**config.mk**
```make
export PLATFORM = sky130hd
export DESIGN_NAME = uebr_regs
export DESIGN_NICKNAME = d
export VERILOG_FILES = /design/src/rtl/uebr_pkg.sv /design/src/rtl/uebr_evt_if.sv /design/src/rtl/uebr_regs.sv /design/src/rtl/uebr_event_flags.sv /design/src/rtl/uebr_rw_reg.sv
export SDC_FILE = /design/constraint.sdc
export NUM_CORES = 1
export LEC_CHECK = 0
export ABC_AREA = 1
export BUFFER_PORTS_ARGS = -buffer_cell sky130_fd_sc_hd__buf_2
export CAP_MARGIN = 5
export CORE_MARGIN = 3
export CORE_UTILIZATION = 54
export DETAILED_ROUTE_END_ITERATION = 10
export PLACE_DENSITY = 0.86
export SLEW_MARGIN = 40
export SYNTH_ARGS = -nofsm -noshare
export SYNTH_HDL_FRONTEND = slang
export SYNTH_SLANG_ARGS = --single-unit
export TNS_END_PERCENT = 50
```
**constraint.sdc**
```tcl
create_clock -name pclk -period 2.7 [get_ports pclk]
set_clock_uncertainty 0.05 [all_clocks]
set_input_delay 0.405 -clock pclk [delete_from_list [all_inputs] [get_ports pclk]]
set_output_delay 0.405 -clock pclk [all_outputs]
set_load 0.01 [all_outputs]
```
**src/rtl/uebr_pkg.sv**
```systemverilog
// Notes on behaviour
// - event status word reads flags in bits 5..0, upper bits zero, resets zero
// - write-only clear word; each one written clears the matching pending flag; here only with byte lane 0 strobed, and a set in the same cycle wins
// - bit 5 set by host clear-feature, held until software clears bit 5
// - bit 4 set on endpoint dma system bus error, cleared by bit 4
// - bit 3 set when dma finishes its programmed transfer, cleared by bit 3
// - bit 2 set on host alternate setting change, cleared by bit 2
// - bit 1 set on token addressed to endpoint, cleared by bit 1
// - bit 0 set on endpoint stall condition, cleared by bit 0
// - dma start address is a full 32-bit read/write word resetting to zero
// - dma byte count is 20-bit read/write in bits 19..0, rest zero
// - enable word holds one interrupt enable per flag at bits 5..0
package uebr_pkg;

    // ************************************************************
    // register byte addresses
    // ************************************************************
    localparam logic [31:0] ENABLE_ADDR = 32'hFFF0_606C;
    localparam logic [31:0] CLEAR_ADDR = 32'hFFF0_6070;
    localparam logic [31:0] STATUS_ADDR = 32'hFFF0_6074;
    localparam logic [31:0] DMA_ADDR_ADDR = 32'hFFF0_6078;
    localparam logic [31:0] DMA_COUNT_ADDR = 32'hFFF0_607C;

    // ************************************************************
    // field layout and reset values
    // ************************************************************
    localparam int EVT_W = 6;
    localparam int COUNT_W = 20;
    localparam int CLEAR_FEATURE_BIT = 5;
    localparam int BUS_ERROR_BIT = 4;
    localparam int DMA_DONE_BIT = 3;
    localparam int ALT_SETTING_BIT = 2;
    localparam int TOKEN_BIT = 1;
    localparam int STALL_BIT = 0;
    localparam logic [5:0] EVT_RESET = 6'h00;
    localparam logic [5:0] ENABLE_RESET = 6'h00;
    localparam logic [31:0] DMA_ADDR_RESET = 32'h0000_0000;
    localparam logic [31:0] DMA_COUNT_RESET = 32'h0000_0000;

    // ************************************************************
    // bus slave states
    // ************************************************************
    typedef enum logic [1:0] {
        APB_IDLE = 2'b00,
        APB_SETUP = 2'b01,
        APB_ACCESS = 2'b10
    } uebr_apb_state_type;

endpackage : uebr_pkg

```
**src/rtl/uebr_evt_if.sv**
```systemverilog
`timescale 1ns/1ns
`default_nettype none
// event flag bank link between register front end and flag store
interface uebr_evt_if;
    logic [5:0] evt_set;
    logic [5:0] evt_clr;
    logic [5:0] evt_flags;

    modport regs (
        output evt_set,
        output evt_clr,
        input evt_flags
    );

    modport store (
        input evt_set,
        input evt_clr,
        output evt_flags
    );
endinterface : uebr_evt_if
`default_nettype wire

```
**src/rtl/uebr_regs.sv**
```systemverilog
// Design decision made here: register access over APB.
`timescale 1ns/1ns
`default_nettype none
module uebr_regs #(
    parameter int COUNT_W = uebr_pkg::COUNT_W
) (
    // apb slave
    input wire logic pclk,
    input wire logic presetn,
    input wire logic psel,
    input wire logic penable,
    input wire logic pwrite,
    input wire logic [31:0] paddr,
    input wire logic [31:0] pwdata,
    input wire logic [3:0] pstrb,
    output logic pready,
    output logic [31:0] prdata,
    output logic pslverr,
    // endpoint events, one-cycle pulses or levels
    input wire logic clear_feature_evt,
    input wire logic bus_error_evt,
    input wire logic dma_done_evt,
    input wire logic alt_setting_evt,
    input wire logic token_evt,
    input wire logic stall_evt,
    // register contents towards the endpoint dma
    output logic [31:0] ep_dma_start_address,
    output logic [COUNT_W-1:0] ep_dma_byte_count,
    output logic [5:0] ep_event_enable,
    output logic ep_irq
);

    // ************************************************************
    // parameter check
    // ************************************************************
    generate
        if (COUNT_W < 1 || COUNT_W > 32) begin : g_bad_count
            $error("uebr_regs byte count width must lie in 1..32");
        end
    endgenerate

    // ************************************************************
    // declarations
    // ************************************************************
    uebr_evt_if evt_link ();

    uebr_pkg::uebr_apb_state_type state_reg;
    uebr_pkg::uebr_apb_state_type state_next;

    logic [31:0] prdata_reg;
    logic [31:0] prdata_next;
    logic pslverr_reg;
    logic pslverr_next;

    logic setup_phase;
    logic access_phase;
    logic write_commit;
    logic hit_enable;
    logic hit_clear;
    logic hit_status;
    logic hit_dma_addr;
    logic hit_dma_count;
    logic hit_any;
    logic write_to_ro;

    logic [5:0] raw_events;
    logic [5:0] clear_mask;
    logic [5:0] ep_event_status_reg;
    logic [5:0] pending_enabled;
    logic [31:0] status_word;
    logic [31:0] enable_word;
    logic [31:0] count_word;
    logic [31:0] read_word;

    logic wr_enable;
    logic wr_dma_addr;
    logic wr_dma_count;

    // ************************************************************
    // decode helpers
    // ************************************************************

    // word match of a bus address against a register address
    function automatic logic addr_hit(
        input logic [31:0] addr,
        input logic [31:0] reg_addr
    );
        addr_hit = (addr[31:2] == reg_addr[31:2]);
    endfunction : addr_hit

    // widen a low field to a full bus word, upper bits zero
    function automatic logic [31:0] zext6(input logic [5:0] field);
        zext6 = {26'h000_0000, field};
    endfunction : zext6

    // ************************************************************
    // apb phase tracking
    // ************************************************************

    // phase flags of the current transfer
    assign setup_phase = psel && !penable;
    assign access_phase = psel && penable;
    assign write_commit = access_phase && pready && pwrite &&
        state_reg == uebr_pkg::APB_SETUP;

    // state follows the bus phases; a write commits only after a setup
    always_comb begin
        state_next = state_reg;
        case (state_reg)
            uebr_pkg::APB_IDLE: begin
                if (setup_phase) begin
                    state_next = uebr_pkg::APB_SETUP;
                end
            end
            uebr_pkg::APB_SETUP: begin
                if (access_phase) begin
                    state_next = uebr_pkg::APB_ACCESS;
                end else if (!psel) begin
                    state_next = uebr_pkg::APB_IDLE;
                end
            end
            uebr_pkg::APB_ACCESS: begin
                if (setup_phase) begin
                    state_next = uebr_pkg::APB_SETUP;
                end else begin
                    state_next = uebr_pkg::APB_IDLE;
                end
            end
            default: begin
                state_next = uebr_pkg::APB_IDLE;
            end
        endcase
    end

    // phase state register
    always_ff @(posedge pclk or negedge presetn) begin
        if (!presetn) begin
            state_reg <= uebr_pkg::APB_IDLE;
        end else begin
            state_reg <= state_next;
        end
    end

    // zero wait state: the access phase always completes at once
    assign pready = 1'b1;

    // ************************************************************
    // address decode
    // ************************************************************

    // one hit line per mapped word
    assign hit_enable = addr_hit(paddr, uebr_pkg::ENABLE_ADDR);
    assign hit_clear = addr_hit(paddr, uebr_pkg::CLEAR_ADDR);
    assign hit_status = addr_hit(paddr, uebr_pkg::STATUS_ADDR);
    assign hit_dma_addr = addr_hit(paddr, uebr_pkg::DMA_ADDR_ADDR);
    assign hit_dma_count = addr_hit(paddr, uebr_pkg::DMA_COUNT_ADDR);
    assign hit_any = hit_enable | hit_clear | hit_status |
        hit_dma_addr | hit_dma_count;

    // status is read-only, a write to it is answered with an error
    assign write_to_ro = pwrite && hit_status;

    // write strobes at the completing edge
    assign wr_enable = write_commit && hit_enable;
    assign wr_dma_addr = write_commit && hit_dma_addr;
    assign wr_dma_count = write_commit && hit_dma_count;

    // ************************************************************
    // event flags
    // ************************************************************

    // event inputs placed at their flag positions
    assign raw_events[uebr_pkg::CLEAR_FEATURE_BIT] = clear_feature_evt;
    assign raw_events[uebr_pkg::BUS_ERROR_BIT] = bus_error_evt;
    assign raw_events[uebr_pkg::DMA_DONE_BIT] = dma_done_evt;
    assign raw_events[uebr_pkg::ALT_SETTING_BIT] = alt_setting_evt;
    assign raw_events[uebr_pkg::TOKEN_BIT] = token_evt;
    assign raw_events[uebr_pkg::STALL_BIT] = stall_evt;

    // ones written to the clear word, byte lane 0 carries all of them
    assign clear_mask = (write_commit && hit_clear && pstrb[0]) ?
        pwdata[5:0] : 6'h00;

    // set and clear go to the sticky store
    assign evt_link.evt_set = raw_events;
    assign evt_link.evt_clr = clear_mask;
    assign ep_event_status_reg = evt_link.evt_flags;

    uebr_event_flags u_flags (
        .pclk(pclk),
        .presetn(presetn),
        .evt(evt_link.store)
    );

    // ************************************************************
    // read/write registers
    // ************************************************************

    // interrupt enables, one per flag
    uebr_rw_reg #(
        .WIDTH(uebr_pkg::EVT_W),
        .RESET_VALUE({26'h000_0000, uebr_pkg::ENABLE_RESET})
    ) u_enable (
        .pclk(pclk),
        .presetn(presetn),
        .wr_en(wr_enable),
        .wr_strb(pstrb),
        .wr_data(pwdata),
        .q(ep_event_enable)
    );

    // dma memory start address, all 32 bits
    uebr_rw_reg #(
        .WIDTH(32),
        .RESET_VALUE(uebr_pkg::DMA_ADDR_RESET)
    ) u_dma_addr (
        .pclk(pclk),
        .presetn(presetn),
        .wr_en(wr_dma_addr),
        .wr_strb(pstrb),
        .wr_data(pwdata),
        .q(ep_dma_start_address)
    );

    // dma transfer byte count, low field only
    uebr_rw_reg #(
        .WIDTH(COUNT_W),
        .RESET_VALUE(uebr_pkg::DMA_COUNT_RESET)
    ) u_dma_count (
        .pclk(pclk),
        .presetn(presetn),
        .wr_en(wr_dma_count),
        .wr_strb(pstrb),
        .wr_data(pwdata),
        .q(ep_dma_byte_count)
    );

    // ************************************************************
    // read path
    // ************************************************************

    // words as software sees them, reserved bits zero
    assign status_word = zext6(ep_event_status_reg);
    assign enable_word = zext6(ep_event_enable);
    assign count_word = 32'(ep_dma_byte_count);

    // read selection; clear word and unmapped words read zero
    assign read_word = hit_status ? status_word :
        hit_enable ? enable_word :
        hit_dma_addr ? ep_dma_start_address :
        hit_dma_count ? count_word :
        32'h0000_0000;

    // capture answer in the setup cycle so it stands from a flop
    always_comb begin
        prdata_next = prdata_reg;
        pslverr_next = pslverr_reg;
        if (setup_phase) begin
            prdata_next = pwrite ? 32'h0000_0000 : read_word;
            pslverr_next = !hit_any || write_to_ro;
        end
    end

    // answer registers
    always_ff @(posedge pclk or negedge presetn) begin
        if (!presetn) begin
            prdata_reg <= 32'h0000_0000;
            pslverr_reg <= 1'b0;
        end else begin
            prdata_reg <= prdata_next;
            pslverr_reg <= pslverr_next;
        end
    end

    assign prdata = prdata_reg;
    assign pslverr = pslverr_reg && access_phase; // only shown in access

    // ************************************************************
    // interrupt
    // ************************************************************

    // pending flags that software has enabled
    assign pending_enabled = ep_event_status_reg & ep_event_enable;
    assign ep_irq = |pending_enabled;

endmodule : uebr_regs
`default_nettype wire

```
**src/rtl/uebr_event_flags.sv**
```systemverilog
`timescale 1ns/1ns
`default_nettype none
module uebr_event_flags (
    input wire logic pclk,
    input wire logic presetn,
    uebr_evt_if.store evt
);

    logic [5:0] flag_reg;
    logic [5:0] flag_next;

    // ************************************************************
    // sticky flags, a set in the clearing cycle wins
    // ************************************************************
    genvar i;
    generate
        for (i = 0; i < uebr_pkg::EVT_W; i++) begin : g_flag
            assign flag_next[i] = evt.evt_set[i] |
                (flag_reg[i] & ~evt.evt_clr[i]);
        end
    endgenerate

    // flag storage
    always_ff @(posedge pclk or negedge presetn) begin
        if (!presetn) begin
            flag_reg <= uebr_pkg::EVT_RESET;
        end else begin
            flag_reg <= flag_next;
        end
    end

    assign evt.evt_flags = flag_reg;

endmodule : uebr_event_flags
`default_nettype wire

```
**src/rtl/uebr_rw_reg.sv**
```systemverilog
`timescale 1ns/1ns
`default_nettype none
module uebr_rw_reg #(
    parameter int WIDTH = 32,
    parameter logic [31:0] RESET_VALUE = 32'h0000_0000
) (
    input wire logic pclk,
    input wire logic presetn,
    input wire logic wr_en,
    input wire logic [3:0] wr_strb,
    input wire logic [31:0] wr_data,
    output logic [WIDTH-1:0] q
);

    // ************************************************************
    // width check
    // ************************************************************
    generate
        if (WIDTH < 1 || WIDTH > 32) begin : g_bad_width
            $error("uebr_rw_reg width must lie in 1..32");
        end
    endgenerate

    logic [WIDTH-1:0] q_reg;
    logic [WIDTH-1:0] q_next;

    // byte lane gated update of each bit
    genvar i;
    generate
        for (i = 0; i < WIDTH; i++) begin : g_bit
            assign q_next[i] = (wr_en && wr_strb[i / 8]) ? wr_data[i] :
                q_reg[i];
        end
    endgenerate

    // register storage
    always_ff @(posedge pclk or negedge presetn) begin
        if (!presetn) begin
            q_reg <= RESET_VALUE[WIDTH-1:0];
        end else begin
            q_reg <= q_next;
        end
    end

    assign q = q_reg;

endmodule : uebr_rw_reg
`default_nettype wire

```
**Yosys cells after proc, flatten, opt, wreduce, memory -nomap -nowiden**

Cells that the tools add are included.

- Bits in latches: 0
- RAM bits: 0
- Memory bits (read-only): 0
- Output and inout bits: 93
- Bits in registers: 99
- Memories: 0

- Multipliers: 0
- Add/sub/neg operators: 0
- Reduce and logical (&&, ||, !) cells: 25
- Div/mod/pow operators: 0
- Shift operators: 0
- Bitwise gates (word level): 23
- Order comparisons: 0
- Multiplexer cells: 11
- Equal/unequal tests: 9

Operators by type and width:

| cell | number |
|---|---|
| $eq 30x30->1 const B | 5 |
| $mux 32 | 4 |
| $mux 20 | 1 |
| $logic_and 1x1->1 | 19 |
| $or 1x1->1 | 10 |
| $and 1x1->1 | 6 |
| $and 6x6->6 | 1 |
| $mux 2 | 3 |
| $mux 6 | 1 |
| $not 1->1 | 6 |
| $pmux 2 s3 | 1 |
| $reduce_or 6->1 | 1 |
| $ne 3x3->1 const B | 1 |
| $eq 2x1->1 const B | 1 |
| $eq 2x2->1 const B | 1 |
| $logic_not 1->1 | 2 |
| $logic_not 2->1 | 1 |
| $ne 2x2->1 const B | 1 |
| $reduce_and 2->1 | 1 |
| $logic_or 1x1->1 | 1 |
| $mux 1 | 1 |

**Longest topological paths before layout**

Gate-level depths: netlist of the first run.

- Depth in word-level cells: 9
- Depth in mapped cells: 12
- Mapped depth without buffers: 11

**By module**

A second synthesis of the first run with hierarchy kept.

- Cell total of the unflattened synthesis: 667
- Area total of the unflattened synthesis: 4989.8 µm²

By module, submodules not included:

| module | area each (µm²) | instances | cells each | sequential area each (µm²) |
|---|---|---|---|---|
| uebr_regs | 2431.1 | 1 | 385 | 875.8 |
| uebr_rw_reg at u_dma_addr | 1291.2 | 1 | 140 | 800.8 |
| uebr_rw_reg at u_dma_count | 795.8 | 1 | 87 | 500.5 |
| uebr_event_flags | 240.2 | 1 | 30 | 150.1 |
| uebr_rw_reg at u_enable | 231.5 | 1 | 25 | 150.1 |

**Worst setup path before layout of the first run**

No wires, ideal clock.

- Path type: input -> register
- From: input paddr[7]
- To: register u_dma_addr.q_reg[14], in the netlist u_dma_addr.q[14]
- Setup slack: 1.043 ns
- Setup time: 0.117 ns
- Stages: 11
- Data arrival time: 1.490 ns
- Required time: 2.533 ns
- Cells stage by stage: inv_1 nand2_1 nor2_4 nand2_1 nor2_4 nand2_4 nor2_8 nand2_4 buf_6 nand2_2 o21ai_2

- Word-level cells in the longest chain between the ends: 3

RTL lines:

| what | line | text |
|---|---|---|
| start, declared | uebr_regs.sv:13 | `input wire logic [31:0] paddr,` |
| $eq 30x30->1 | uebr_regs.sv:88 | `addr_hit = (addr[31:2] == reg_addr[31:2]);` |
| $logic_and 1x1->1 | uebr_regs.sv:165 | `assign wr_dma_addr = write_commit && hit_dma_addr;` |
| $logic_and 1x1->1 | uebr_rw_reg.sv:31 | `assign q_next[i] = (wr_en && wr_strb[i / 8]) ? wr_data[i] :` |
| end signal, assigned | uebr_rw_reg.sv:39 | `q_reg <= RESET_VALUE[WIDTH-1:0];` |
| end signal, assigned | uebr_rw_reg.sv:41 | `q_reg <= q_next;` |
| end, declared | uebr_rw_reg.sv:24 | `logic [WIDTH-1:0] q_reg;` |

Every way passes these cells.
A chain may end at the register's enable or synchronous reset.

**Worst setup path in the final report of the first run**

- From: input paddr[12]
- To: register u_enable.q_reg[3], in the netlist u_enable.q[3]

- Word-level cells in the longest chain between the ends: 3

RTL lines:

| what | line | text |
|---|---|---|
| $eq 30x30->1 | uebr_regs.sv:88 |  |
| $logic_and 1x1->1 | uebr_regs.sv:164 | `assign wr_enable = write_commit && hit_enable;` |
| $logic_and 1x1->1 | uebr_rw_reg.sv:31 |  |
| end signal, assigned | uebr_rw_reg.sv:39 |  |
| end signal, assigned | uebr_rw_reg.sv:41 |  |
| end, declared | uebr_rw_reg.sv:24 |  |

Every way passes these cells.

==> results of run 1 <==
## per-stage QoR
stage	instances	setup slack, ns	power [mW]	utilization (%)	cell area (sq um)
detailed placement	885	0.508	1.69	67.9	5750
floorplan	626	1.04	1.58	-	4850
global route	901	0.662	2.78	70.5	5970
CTS	901	0.859	2.70	70.5	5970
global placement	885	0.598	1.68	67.9	5750
finish	901	0.828	2.69	70.5	5970
## layout make-up
class,count,area [sq um]
clock buffers,10,138
inverters,62,233
clock inverters,6,82.6
well taps,105,131
multi-input cells,444,2000
flip-flops and latches,99,2480
repair buffers,175,908
fillers,702,2500
## report_power, final
group	switching, mW	internal (mW)	total [mW]
combinational	0.111	0.0622	0.174
sequential	0.000588	1.48	1.48
clock	0.560	0.475	1.04
total	0.672	2.02	2.69
## cells in the final DEF, fill, tap and decap left out, drive strengths merged
| master | netlist | layout |
|---|---|---|
| buf | 17 | 175 |
| clkinvlp | 0 | 1 |
| nand4 | 7 | 7 |
| inv | 62 | 65 |
| nor2 | 53 | 53 |
| clkbuf | 4 | 10 |
| o21bai | 5 | 5 |
| nand2 | 267 | 267 |
| bufinv | 0 | 1 |
| a21oi | 1 | 1 |
| dfrtp | 99 | 99 |
| nor3 | 2 | 2 |
| and2 | 2 | 2 |
| a221oi | 1 | 1 |
| conb | 1 | 1 |
| o21ai | 55 | 55 |
| clkinv | 0 | 1 |
| nand3 | 50 | 50 |
## Yosys cell counts, drive strengths merged
| cell | count |
|---|---|
| and2 | 2 |
| nand3 | 50 |
| nand2 | 267 |
| a21oi | 1 |
| conb | 1 |
| o21bai | 5 |
| clkbuf | 4 |
| o21ai | 55 |
| nor3 | 2 |
| nand4 | 7 |
| a221oi | 1 |
| nor2 | 53 |
| dfrtp | 99 |
| buf | 17 |
| inv | 62 |
## worst register-to-register path, stage by stage (launching register included)
cell     delay (ns)
dfrtp_1        0.40
nor3_2         0.24
nand2_2        0.16
nor2_4         0.15
nand3_1        0.34
nand2_1        0.19
o21ai_0        0.12
## per-layer routing
metal / GRT usage [%] / vias up / share of wire [%]
met2: 43.9 / 202 / 49
met4: 10.1 / 0 / 2.0
li1: - / 2271 / -
met1: 33.4 / 2167 / 41
met5: 0 / - / 0
met3: 4.08 / 27 / 7.5
## cell families (layout without fill, tap and decap cells)
logic type             after synthesis  in the layout
AND/OR/NAND/NOR                    381            381
flip-flops                          99             99
buffers and inverters               83            253
AO/OA/AOI/OAI                       62             62
other                                1              1
## worst paths after layout
kind                       slack [ns]                startpoint                                  to
min in group pclk                0.17              dma_done_evt  u_flags.evt.evt_flags[3]$_DFF_PN0_
max                              0.83                 paddr[12]           u_enable.q[3]$_DFFE_PN0P_
max in group asynchronous        1.92                   presetn       u_dma_count.q[14]$_DFFE_PN0P_
min                             -0.01                   presetn  u_flags.evt.evt_flags[1]$_DFF_PN0_
min reg2reg                      0.40  state_reg[0]$_DFFE_PN0P_            state_reg[0]$_DFFE_PN0P_
max reg2reg                      0.91  state_reg[1]$_DFFE_PN0P_           u_enable.q[3]$_DFFE_PN0P_
==> metrics.md, run 1 <==
| Metric | Value |
|---|---|
| Run status | finished with violations |
| Violated checks | hold timing |
| Post-synthesis mux area share | 0% |
| Io pins | 172 |
| Post-Synth Adder-Cell Area | 0% |
| Clock Tree Buf Depth | 2 |
| Die height | 101 microns |
| Critical Path Most Common Cell | nand2_1 |
| Levels on crit path | 9 |
| Row count | 33 |
| Final Cycle Share | 69.3% |
| Worst path cell trace | buf_2 > inv_1 > nand2_1 > nor2_1 > nand2_1 > nor2_2 > nand3_1 > nand2_1 > o21ai_0 |
| Hold_ws | -0.0137 ns |
| Xor/xnor share of the synthesized area | 0% |
| Max stage delay on crit path | 0.44 ns |
| DIE WIDTH | 101 microns |
| Initial antenna violation count | 0 |
| Minimum clock period | 1.87 ns |
| Global route overflow | 0 |
| Largest delay share family, worst path | simple AND/OR/NAND/NOR gates |
| WL/cell | 14.5 microns |
| Synth top area share | 51.1% |
| Syn Nets | 705 |
| Power Density | 451 nW/um^2 |
| Static leakage | 3.65 nW |
| VDD IR-drop max | 319 uV |
| DRC viols | 0 |
| Fmax | 534 MHz |
| Ratio of cells with drive above 1 in the final layout | 28.3% |
| CTS tree | built |
| Drt first pass iters | 5 |
| Crit path DAT | 2.05 ns |
| Worst path buffer plus inverter count | 2 |
| Compound-Gate Fraction of Synth Area | 7.66% |
| GPL Wtd Cong | 0.848 |
| Num CTS Buffers | 9 |
| Largest net degree at the start of global routing | 56 |
| Hold_buf cts | 0 |
| WP data required | 2.87 ns |
| Ranking of synthesized cells by area | dfrtp_1, nand2_1, nand3_1, inv_1, nor2_1 |
| Starting Density | 57.3% |
| Fin. Hold Viols | 23 |
| Vias in the first global route | 4550 |
| R2R depth | 6 |
| Global-route wire length before repair | 20.9 mm |
| WS Path Type | input pin to flop |
| Worst setup SP type | input pin |
| # setup viols final | 0 |
| Via-per-instance ratio | 5.18 |
| Tightest Pin Transition | 0.792 ns |
| Die area | 10200 sq um |
| H-tree levels | 3 |
| CP max-delay cell | nand3_1 |
| Post-CTS Setup Bufs | 0 |
| Avg Inst Size Synth | 7.75 sq um |
| Post-Syn Instances | 626 |
| Via count | 4667 |
| Netlist cell types | 28 |
| Worst-skew pair later-pin latency | 0.37 ns |
| Post-synthesis register bit count | 99 |
| Slew HR | 47.0% |
| Unrepaired setup endpoints after global routing | false |
| Port-buffer cells | 168 |
| HP Class | input pin to asynchronous set/reset pin |
| Placeable Area | 8460 sq um |
| Max cap viols | 0 |
| Drt total wl | 13.1 mm |
| Worst Setup End Kind | flop |
| Post-route ant nets | 0 |
| Cell taking the most area after synthesis | dfrtp_1 |
| Root buf cell | clkbuf_8 |
| Slew Viols, Final | 0 |
| Crit path max fanout | 12 |
| Final nets | 870 |
| Diodes inserted | 0 |
| Warning count from the yosys run | 0 |
| Reg clk slew, reported paths | 0.10 ns |
| GRT Overall Usage | 25.9% |
| Largest family of logic cells by synthesized area | simple AND/OR/NAND/NOR gates |
| Resized cells post-CTS | 0 |
| Syn Std Cell Area | 4850 sq um |
| Setup TNS | 0 ns |
| Register area share after synthesis | 51.1% |
| TritonCTS sink count | 99 |
| Simple-Gate Fraction of Synth Area | 33.4% |
| HPWL after DPL | 9.57 mm |
| DR iter-0 viols | 285 |
| Layout Area Growth over Synthesis | 23.0% |
Power figures use the tool's default switching activity.
==> inputs of run 2 (changes only) <==
--- a/config.mk
+++ b/config.mk
@@ -9,9 +9,9 @@
 export BUFFER_PORTS_ARGS = -buffer_cell sky130_fd_sc_hd__buf_2
 export CAP_MARGIN = 5
 export CORE_MARGIN = 3
-export CORE_UTILIZATION = 54
+export CORE_UTILIZATION = 45
 export DETAILED_ROUTE_END_ITERATION = 10
-export PLACE_DENSITY = 0.86
+export PLACE_DENSITY = 0.76
 export SLEW_MARGIN = 40
 export SYNTH_ARGS = -nofsm -noshare
 export SYNTH_HDL_FRONTEND = slang
==> constraint.sdc (replaced) <==
create_clock -name pclk -period 1.7 [get_ports pclk]
set_clock_uncertainty 0.05 [all_clocks]
set_input_delay 0.255 -clock pclk [delete_from_list [all_inputs] [get_ports pclk]]
set_output_delay 0.255 -clock pclk [all_outputs]
set_load 0.01 [all_outputs]
==> run 2 against run 1 <==
Compared with the run above:
- sequential share of layout area shrank 2.0 points
- flip-flop and latch count did not move
- die area rose by 19%
- critical path depth down 4
- the run now ends clean
- first-iteration DRC count is 43% higher
- clock power is 52% higher
- hold slack improved by 0.030 ns
- final cell count increased by 6.3%
==> metrics.md, run 2 (synthesized netlist as in run 1, its figures left out) <==
| Metric | Value |
|---|---|
| Num CTS Buffers | 9 (unchanged) |
| Fmax | 611 MHz |
| Final nets | 896 (was 870) |
| WL/cell | 14.5 microns (about the same) |
| Drt first pass iters | 4 (was 5) |
| Io pins | 172 (unchanged) |
| Row count | 37 (was 33) |
| Crit path DAT | 1.33 ns (was 2.05 ns) |
| Diodes inserted | 0 (unchanged) |
| Worst-skew pair later-pin latency | 0.37 ns (about the same) |
| Global route overflow | 0 (unchanged) |
| Worst path buffer plus inverter count | 1 (was 2) |
| Slew Viols, Final | 0 (unchanged) |
| Vias in the first global route | 4607 (was 4550) |
| Placeable Area | 10400 sq um (was 8460 sq um) |
| Fillers | 916 (was 702) |
| Minimum clock period | 1.64 ns |
| Root buf cell | clkbuf_8 (unchanged) |
| Unrepaired setup endpoints after global routing | true (was false) |
| CTS tree | built (unchanged) |
| Net Sw Frac | 24.4% (was 25.0%) |
| Run status | finished, final reports clean (was finished with violations) |
| Critical Path Most Common Cell | nand2_1 (unchanged) |
| Ratio of cells with drive above 1 in the final layout | 30.8% (was 28.3%) |
| DIE WIDTH | 110 microns (was 101 microns) |
| WP data required | 1.39 ns (was 2.87 ns) |
| Crit path max fanout | 4 (was 12) |
| HP Class | input pin to flop (was input pin to asynchronous set/reset pin) |
| HPWL after DPL | 10.4 mm (was 9.57 mm) |
| Max cap viols | 0 (unchanged) |
| Worst Setup End Kind | output pin (was flop) |
| Power Density | 676 nW/um^2 (was 451 nW/um^2) |
| Setup TNS | 0 ns (unchanged) |
| TritonCTS sink count | 99 (unchanged) |
| Max stage delay on crit path | 0.42 ns (was 0.44 ns) |
| Global-route wire length before repair | 21.9 mm (was 20.9 mm) |
| Largest net degree at the start of global routing | 45 (was 56) |
| Fin. Hold Viols | 0 (was 23) |
| Post-route ant nets | 0 (unchanged) |
| Initial antenna violation count | 0 (unchanged) |
| GPL Wtd Cong | 0.899 (was 0.848) |
| GRT Overall Usage | 23.4% (was 25.9%) |
| Layout Area Growth over Synthesis | 29.1% (was 23.0%) |
| Clk pwr share | 37.3% (was 38.5%) |
| Via-per-instance ratio | 4.94 (was 5.18) |
| DR iter-0 viols | 407 (was 285) |
| Hold_ws | 0.0161 ns (was -0.0137 ns) |
| Static leakage | 3.78 nW (was 3.65 nW) |
| Gate power share | 7.1% (was 6.4%) |
| Die height | 110 microns (was 101 microns) |
| Drt total wl | 13.9 mm (was 13.1 mm) |
| Via count | 4734 (was 4667) |
| # setup viols final | 0 (unchanged) |
| DRC viols | 0 (unchanged) |
| Sw power | 1.04 mW (was 0.672 mW) |
| P_int | 3.20 mW (was 2.02 mW) |
| Port-buffer cells | 168 (unchanged) |
| Die area | 12100 sq um (was 10200 sq um) |
| H-tree levels | 3 (unchanged) |
| Most frequent cells in the layout | nand2_1, buf_2, dfrtp_1, inv_1, nand3_1 (unchanged) |
| Commonest non-fill, non-tap cell in the layout | nand2_1 (unchanged) |
| Largest delay share family, worst path | flip-flops (was simple AND/OR/NAND/NOR gates) |
| CP max-delay cell | dfrtp_1 (was nand3_1) |
| VDD IR-drop max | 466 uV (was 319 uV) |
| Starting Density | 46.6% (was 57.3%) |
| Worst setup SP type | flop (was input pin) |
| Worst path cell trace | nand2_1 > nand2_1 > a221oi_2 > nand3_1 > buf_2 (was buf_2 > inv_1 > nand2_1 > nor2_1 > nand2_1 > nor2_2 > nand3_1 > nand2_1 > o21ai_0) |
| Reg clk slew, reported paths | 0.10 ns (about the same) |
| WS Path Type | flop to output pin (was input pin to flop) |
| Register area | 2480 sq um (unchanged) |
| Final Cycle Share | 96.4% |
| Clock Tree Buf Depth | 2 (unchanged) |
| Area occupied by multi-input gates | 2050 sq um (was 2000 sq um) |
| Reg power frac | 55.6% (was 55.1%) |
run 2: cell types whose count changed in the layout (fill, tap and decap cells not counted), sizes merged:
cell and delta:
buf +25, clkbuf +1, clkinv +1, clkinvlp -1, dlygate4sd3 +1, inv -1
run 2: final timing paths:
kind	slack (ns)	depth (start not counted)	startpoint	end
min in group asynchronous	0.24	2	presetn	prdata[30]$_DFFE_PN0P_
max in group asynchronous	0.85	3	presetn	prdata[10]$_DFFE_PN0P_
min reg2reg	0.41	1	state_reg[0]$_DFFE_PN0P_	state_reg[0]$_DFFE_PN0P_
min	0.02	3	stall_evt	u_flags.evt.evt_flags[0]$_DFF_PN0_
max	0.06	5	u_enable.q[2]$_DFFE_PN0P_	ep_irq
max reg2reg	0.11	7	state_reg[1]$_DFFE_PN0P_	u_dma_addr.q[10]$_DFFE_PN0P_
run 2: final cells by class:
type | count | share of cell area, %
sequential | 99 | 39.5
multi-input combinational | 444 | 32.7
timing repair buffer | 201 | 18.1
inverter | 62 | 3.71
tap | 136 | 2.72
clock buffer | 11 | 2.26
clock inverter | 5 | 0.958
run 2: metal layers:
metal,vias to the layer above,global-route usage [%],wire (microns)
met5,-,0,0
met4,0,8.90,303
met3,29,4.87,905
met2,165,40.2,6960
met1,2210,28.8,5750
li1,2330,-,-
run 2: power groups by stage:
stage / clock, mW / combinational [mW] / sequential (mW)
2_1_floorplan: 0 / 0.101 / 2.40
3_3_place_gp: 0 / 0.286 / 2.40
3_5_place_dp: 0 / 0.298 / 2.40
4_1_cts: 1.61 / 0.303 / 2.36
5_1_grt: 1.69 / 0.339 / 2.36
6_report: 1.58 / 0.302 / 2.36
run 2: worst register-to-register path, cell delays in order, from the launching register on:
cell and delay (ns):
dfrtp_1 0.42, nor3_4 0.23, nand2_2 0.11, buf_4 0.17, nor2_8 0.19, nand2_8 0.16, nand2_1 0.12, o21ai_2 0.05
run 2: through the flow:
step | cell area [sq um] | total power, mW | instances | setup WS [ns] | utilization [%]
after global routing | 6270 | 4.39 | 958 | -0.0459 | 60.2
after detailed placement | 5980 | 2.70 | 939 | -0.166 | 57.5
after CTS | 6210 | 4.27 | 957 | 0.0134 | 59.6
after floorplan | 4850 | 2.50 | 626 | 0.193 | -
after global placement | 5980 | 2.69 | 939 | -0.144 | 57.5
final | 6270 | 4.24 | 958 | 0.0620 | 60.2
run 2: what timing repair did:
action | 4_1_cts | 5_1_grt
buffers inserted | 1 | 1
setup endpoints to repair | 5 | 41
pin swaps | 0 | 1
hold endpoints to repair | 19 | 0
hold buffers | 1 | 0
resized for setup | 1 | 9
==> inputs of run 3 (changes only) <==
--- a/config.mk
+++ b/config.mk
@@ -5,13 +5,12 @@
 export SDC_FILE = /design/constraint.sdc
 export NUM_CORES = 1
 export LEC_CHECK = 0
-export ABC_AREA = 1
 export BUFFER_PORTS_ARGS = -buffer_cell sky130_fd_sc_hd__buf_2
 export CAP_MARGIN = 5
 export CORE_MARGIN = 3
-export CORE_UTILIZATION = 45
+export CORE_UTILIZATION = 44
 export DETAILED_ROUTE_END_ITERATION = 10
-export PLACE_DENSITY = 0.76
+export PLACE_DENSITY = 0.75
 export SLEW_MARGIN = 40
 export SYNTH_ARGS = -nofsm -noshare
 export SYNTH_HDL_FRONTEND = slang
==> run 3 against run 2 <==
Compared with the run above:
- the run now ends with setup timing left
- core utilization up 3.8 points
- count of clock-buffer cells in the layout down 1
- final cell count fell by 28%
- sequential share of layout area is 1.6 points higher
- sequential power about the same
- register-to-register slack worse by 0.43 ns
- flip-flop and latch count stayed put
- critical path type is now input pin to flop
- critical endpoint is now u_dma_count.q[16]$_DFFE_PN0P_
- largest cell class unchanged
==> metrics.md, run 3 <==
| Metric | Value |
|---|---|
| Run status | finished with violations (was finished, final reports clean) |
| Violated checks | setup timing |
| Global route overflow | 0 (unchanged) |
| CP max-delay cell | or4_4 (was dfrtp_1) |
| Avg Inst Size Synth | 12.3 sq um (was 7.75 sq um) |
| Initial antenna violation count | 1 (was 0) |
| Netlist cell types | 35 (was 28) |
| Commonest non-fill, non-tap cell in the layout | buf_2 (was nand2_1) |
| Diodes inserted | 0 (unchanged) |
| DRC viols | 0 (unchanged) |
| Syn Std Cell Area | 4360 sq um (was 4850 sq um) |
| WP data required | 1.89 ns (was 1.39 ns) |
| Io pins | 172 (unchanged) |
| Most frequent cells in the layout | buf_2, dfrtp_1, mux2_4, nand2_1, buf_4 (was nand2_1, buf_2, dfrtp_1, inv_1, nand3_1) |
| Tightest Pin Transition | 0.533 ns |
| Reg clk slew, reported paths | 0.09 ns (was 0.10 ns) |
| Worst-skew pair later-pin latency | 0.36 ns (was 0.37 ns) |
| Setup TNS | -22.49 ns (was 0 ns) |
| Max cap viols | 0 (unchanged) |
| Area post-placement | 5710 sq um (was 5980 sq um) |
| Worst R2R Start | state_reg[1]$_DFFE_PN0P_ (unchanged) |
| HP Class | input pin to flop (unchanged) |
| Worst setup margin | -0.412 ns (was 0.0620 ns) |
| Post-Syn Instances | 353 (was 626) |
| Critical Path Most Common Cell | buf_6 (was nand2_1) |
| Ranking of synthesized cells by area | dfrtp_1, mux2_2, a22o_1, nand2_1, mux2_4 (was dfrtp_1, nand2_1, nand3_1, inv_1, nor2_1) |
| Slew Viols, Final | 0 (unchanged) |
| Ys flop type | dfrtp_1 (unchanged) |
| Placeable Area | 9420 sq um (was 10400 sq um) |
| DIE WIDTH | 105 microns (was 110 microns) |
| Static leakage | 3.34 nW (was 3.78 nW) |
| Final Util | 64.0% (was 60.2%) |
| DR iter-0 viols | 139 (was 407) |
| Layout Area Growth over Synthesis | 38.4% (was 29.1%) |
| Hold_ws | 0.0729 ns (was 0.0161 ns) |
| Synth top area share | 56.9% (was 51.1%) |
| H-tree levels | 3 (unchanged) |
| Fmax | 474 MHz (was 611 MHz) |
| Final Cycle Share | 124% (was 96.4%) |
| Unrepaired setup endpoints after global routing | true (unchanged) |
| Register area share after synthesis | 56.9% (was 51.1%) |
| Die area | 11100 sq um (was 12100 sq um) |
| GRT Overall Usage | 22.1% (was 23.4%) |
| Row count | 35 (was 37) |
| Min-Delay Endpoint | u_flags.evt.evt_flags[4]$_DFF_PN0_ (was u_flags.evt.evt_flags[0]$_DFF_PN0_) |
| Starting Density | 46.3% (was 46.6%) |
| # setup viols final | 84 (was 0) |
| Design area | 6030 sq um (was 6270 sq um) |
| WL/cell | 17.5 microns (was 14.5 microns) |
| Crit path max fanout | 6 (was 4) |
| Drt total wl | 12.0 mm (was 13.9 mm) |
| WS Path Type | input pin to flop (was flop to output pin) |
| Largest net degree at the start of global routing | 100 (was 45) |
| Root buf cell | clkbuf_8 (unchanged) |
| Hold Path Depth | 2 (was 3) |
| FF-to-FF End | u_dma_count.q[16]$_DFFE_PN0P_ (was u_dma_addr.q[10]$_DFFE_PN0P_) |
| Clock Tree Buf Depth | 2 (unchanged) |
| Count leader, synth | dfrtp_1 (was nand2_1) |
| Port-buffer cells | 168 (unchanged) |
| Max stage delay on crit path | 0.58 ns (was 0.42 ns) |
| Cell taking the most area after synthesis | dfrtp_1 (unchanged) |
| Vias in the first global route | 3777 (was 4607) |
| Post-synthesis register bit count | 99 (unchanged) |
| Reg2reg setup slack | -0.32 ns (was 0.11 ns) |
| Crit path DAT | 2.30 ns (was 1.33 ns) |
| HPWL after DPL | 8.62 mm (was 10.4 mm) |
| Post-synth ARST share | 100% (unchanged) |
| TritonCTS sink count | 99 (unchanged) |
| Ratio of cells with drive above 1 in the final layout | 53.0% (was 30.8%) |
| Warning count from the yosys run | 0 (unchanged) |
| Num CTS Buffers | 9 (unchanged) |
| Hold path startpoint | pwdata[4] (was stall_evt) |
| Post-route ant nets | 0 (unchanged) |
| Power Density | 663 nW/um^2 (was 676 nW/um^2) |
| Global-route wire length before repair | 19.6 mm (was 21.9 mm) |
| Final nets | 632 (was 896) |
| Fin. Hold Viols | 0 (unchanged) |
| R2R depth | 5 (was 7) |
| Worst setup SP type | input pin (was flop) |
| Via-per-instance ratio | 5.30 (was 4.94) |
| Power Total | 3.99 mW (was 4.24 mW) |
| Worst Setup End Kind | flop (was output pin) |
| Post-synth top cells | dfrtp_1, mux2_2, nand2_1 (was nand2_1, dfrtp_1, inv_1) |
| GPL Wtd Cong | 0.833 (was 0.899) |
| Syn Nets | 432 (was 705) |
| Die height | 105 microns (was 110 microns) |
| Post-synth EDFFs | 0 (unchanged) |
| Slew HR | 64.5% |
| VDD IR-drop max | 486 uV (was 466 uV) |
| Drt first pass iters | 4 (unchanged) |
| Minimum clock period | 2.11 ns (was 1.64 ns) |
| CTS tree | built (unchanged) |
| Via count | 3639 (was 4734) |
| Worst path cell trace | buf_6 > or4b_4 > nor4_4 > nand3_2 > buf_6 > or4_4 > mux2_4 (was nand2_1 > nand2_1 > a221oi_2 > nand3_1 > buf_2) |
-- run 3: cell types whose count changed after synthesis, moves of 20 or more --
| cell | change |
|---|---|
| nand2_1 | -220 |
| inv_1 | -53 |
| mux2_2 | +50 |
| nor2_1 | -37 |
| nand3_1 | -31 |
| o21ai_1 | -20 |
-- run 3: what timing repair did --
| action | 4_1_cts | 5_1_grt |
|---|---|---|
| pin swaps | 10 | 7 |
| gates resized for setup | 18 | 4 |
| hold buffers | 1 | 0 |
| setup buffers | 6 | 0 |
| hold endpoints to repair | 99 | 0 |
| endpoints found under the setup margin | 84 | 90 |
-- run 3: area by class of cell --
cell class / count / area [sq um]
multi-input combinational: 227 / 1950
clock inverter: 5 / 38.8
inverter: 8 / 30.0
fill: 752 / 3390
sequential: 99 / 2480
timing repair buffer: 208 / 1240
clock buffer: 10 / 128
tap: 129 / 161
-- run 3: stage by stage --
stage,setup WS [ns],cells
after floorplan,-0.719,353
after global placement,-0.922,664
after detailed placement,-0.971,664
after CTS,-0.387,686
after global routing,-0.442,686
final,-0.412,686
-- run 3: critical path: cells and delay by family --
family	cells	cell delay [ns]
AND/OR/NAND/NOR	4	1.47
buffers and inverters	2	0.26
multiplexers	1	0.32
-- run 3: how the worst max path moves through the flow --
stage | cells past startpoint | endpoint | slack [ns] | from
after floorplan | 7 | u_dma_count.q[0]$_DFFE_PN0P_ | -0.72 | paddr[12]
after global placement | 7 | u_dma_count.q[16]$_DFFE_PN0P_ | -0.92 | paddr[12]
after detailed placement | 7 | u_dma_count.q[16]$_DFFE_PN0P_ | -0.97 | paddr[12]
after CTS | 7 | u_enable.q[5]$_DFFE_PN0P_ | -0.39 | paddr[12]
after global routing | 7 | u_dma_count.q[16]$_DFFE_PN0P_ | -0.44 | paddr[12]
final | 7 | u_dma_count.q[16]$_DFFE_PN0P_ | -0.41 | paddr[12]
-- run 3: logic make-up after synthesis --
logic type	Yosys count	share of synthesized area [%]
DFF	99	56.9
and+or+nand+nor	92	12.9
AOI/OAI and AO/OA	76	11.5
muxes	58	15.7
buffers and inverters	27	2.99
other	1	0.0861
-- run 3: routing by layer --
metal  global-route usage [%]  vias to the layer above  share of wire [%]
met5                        0                        -               0.11
met3                     5.21                       13                6.6
met2                     38.5                      130                 50
li1                         -                     1667                  -
met4                     4.16                        2               0.79
met1                     28.2                     1827                 42
-- run 3: report_power, final --
group	internal [mW]	switching (mW)	total [mW]
registers	2.35	0.000803	2.36
clock network	0.533	0.809	1.34
logic	0.122	0.174	0.296
total	3.01	0.984	3.99
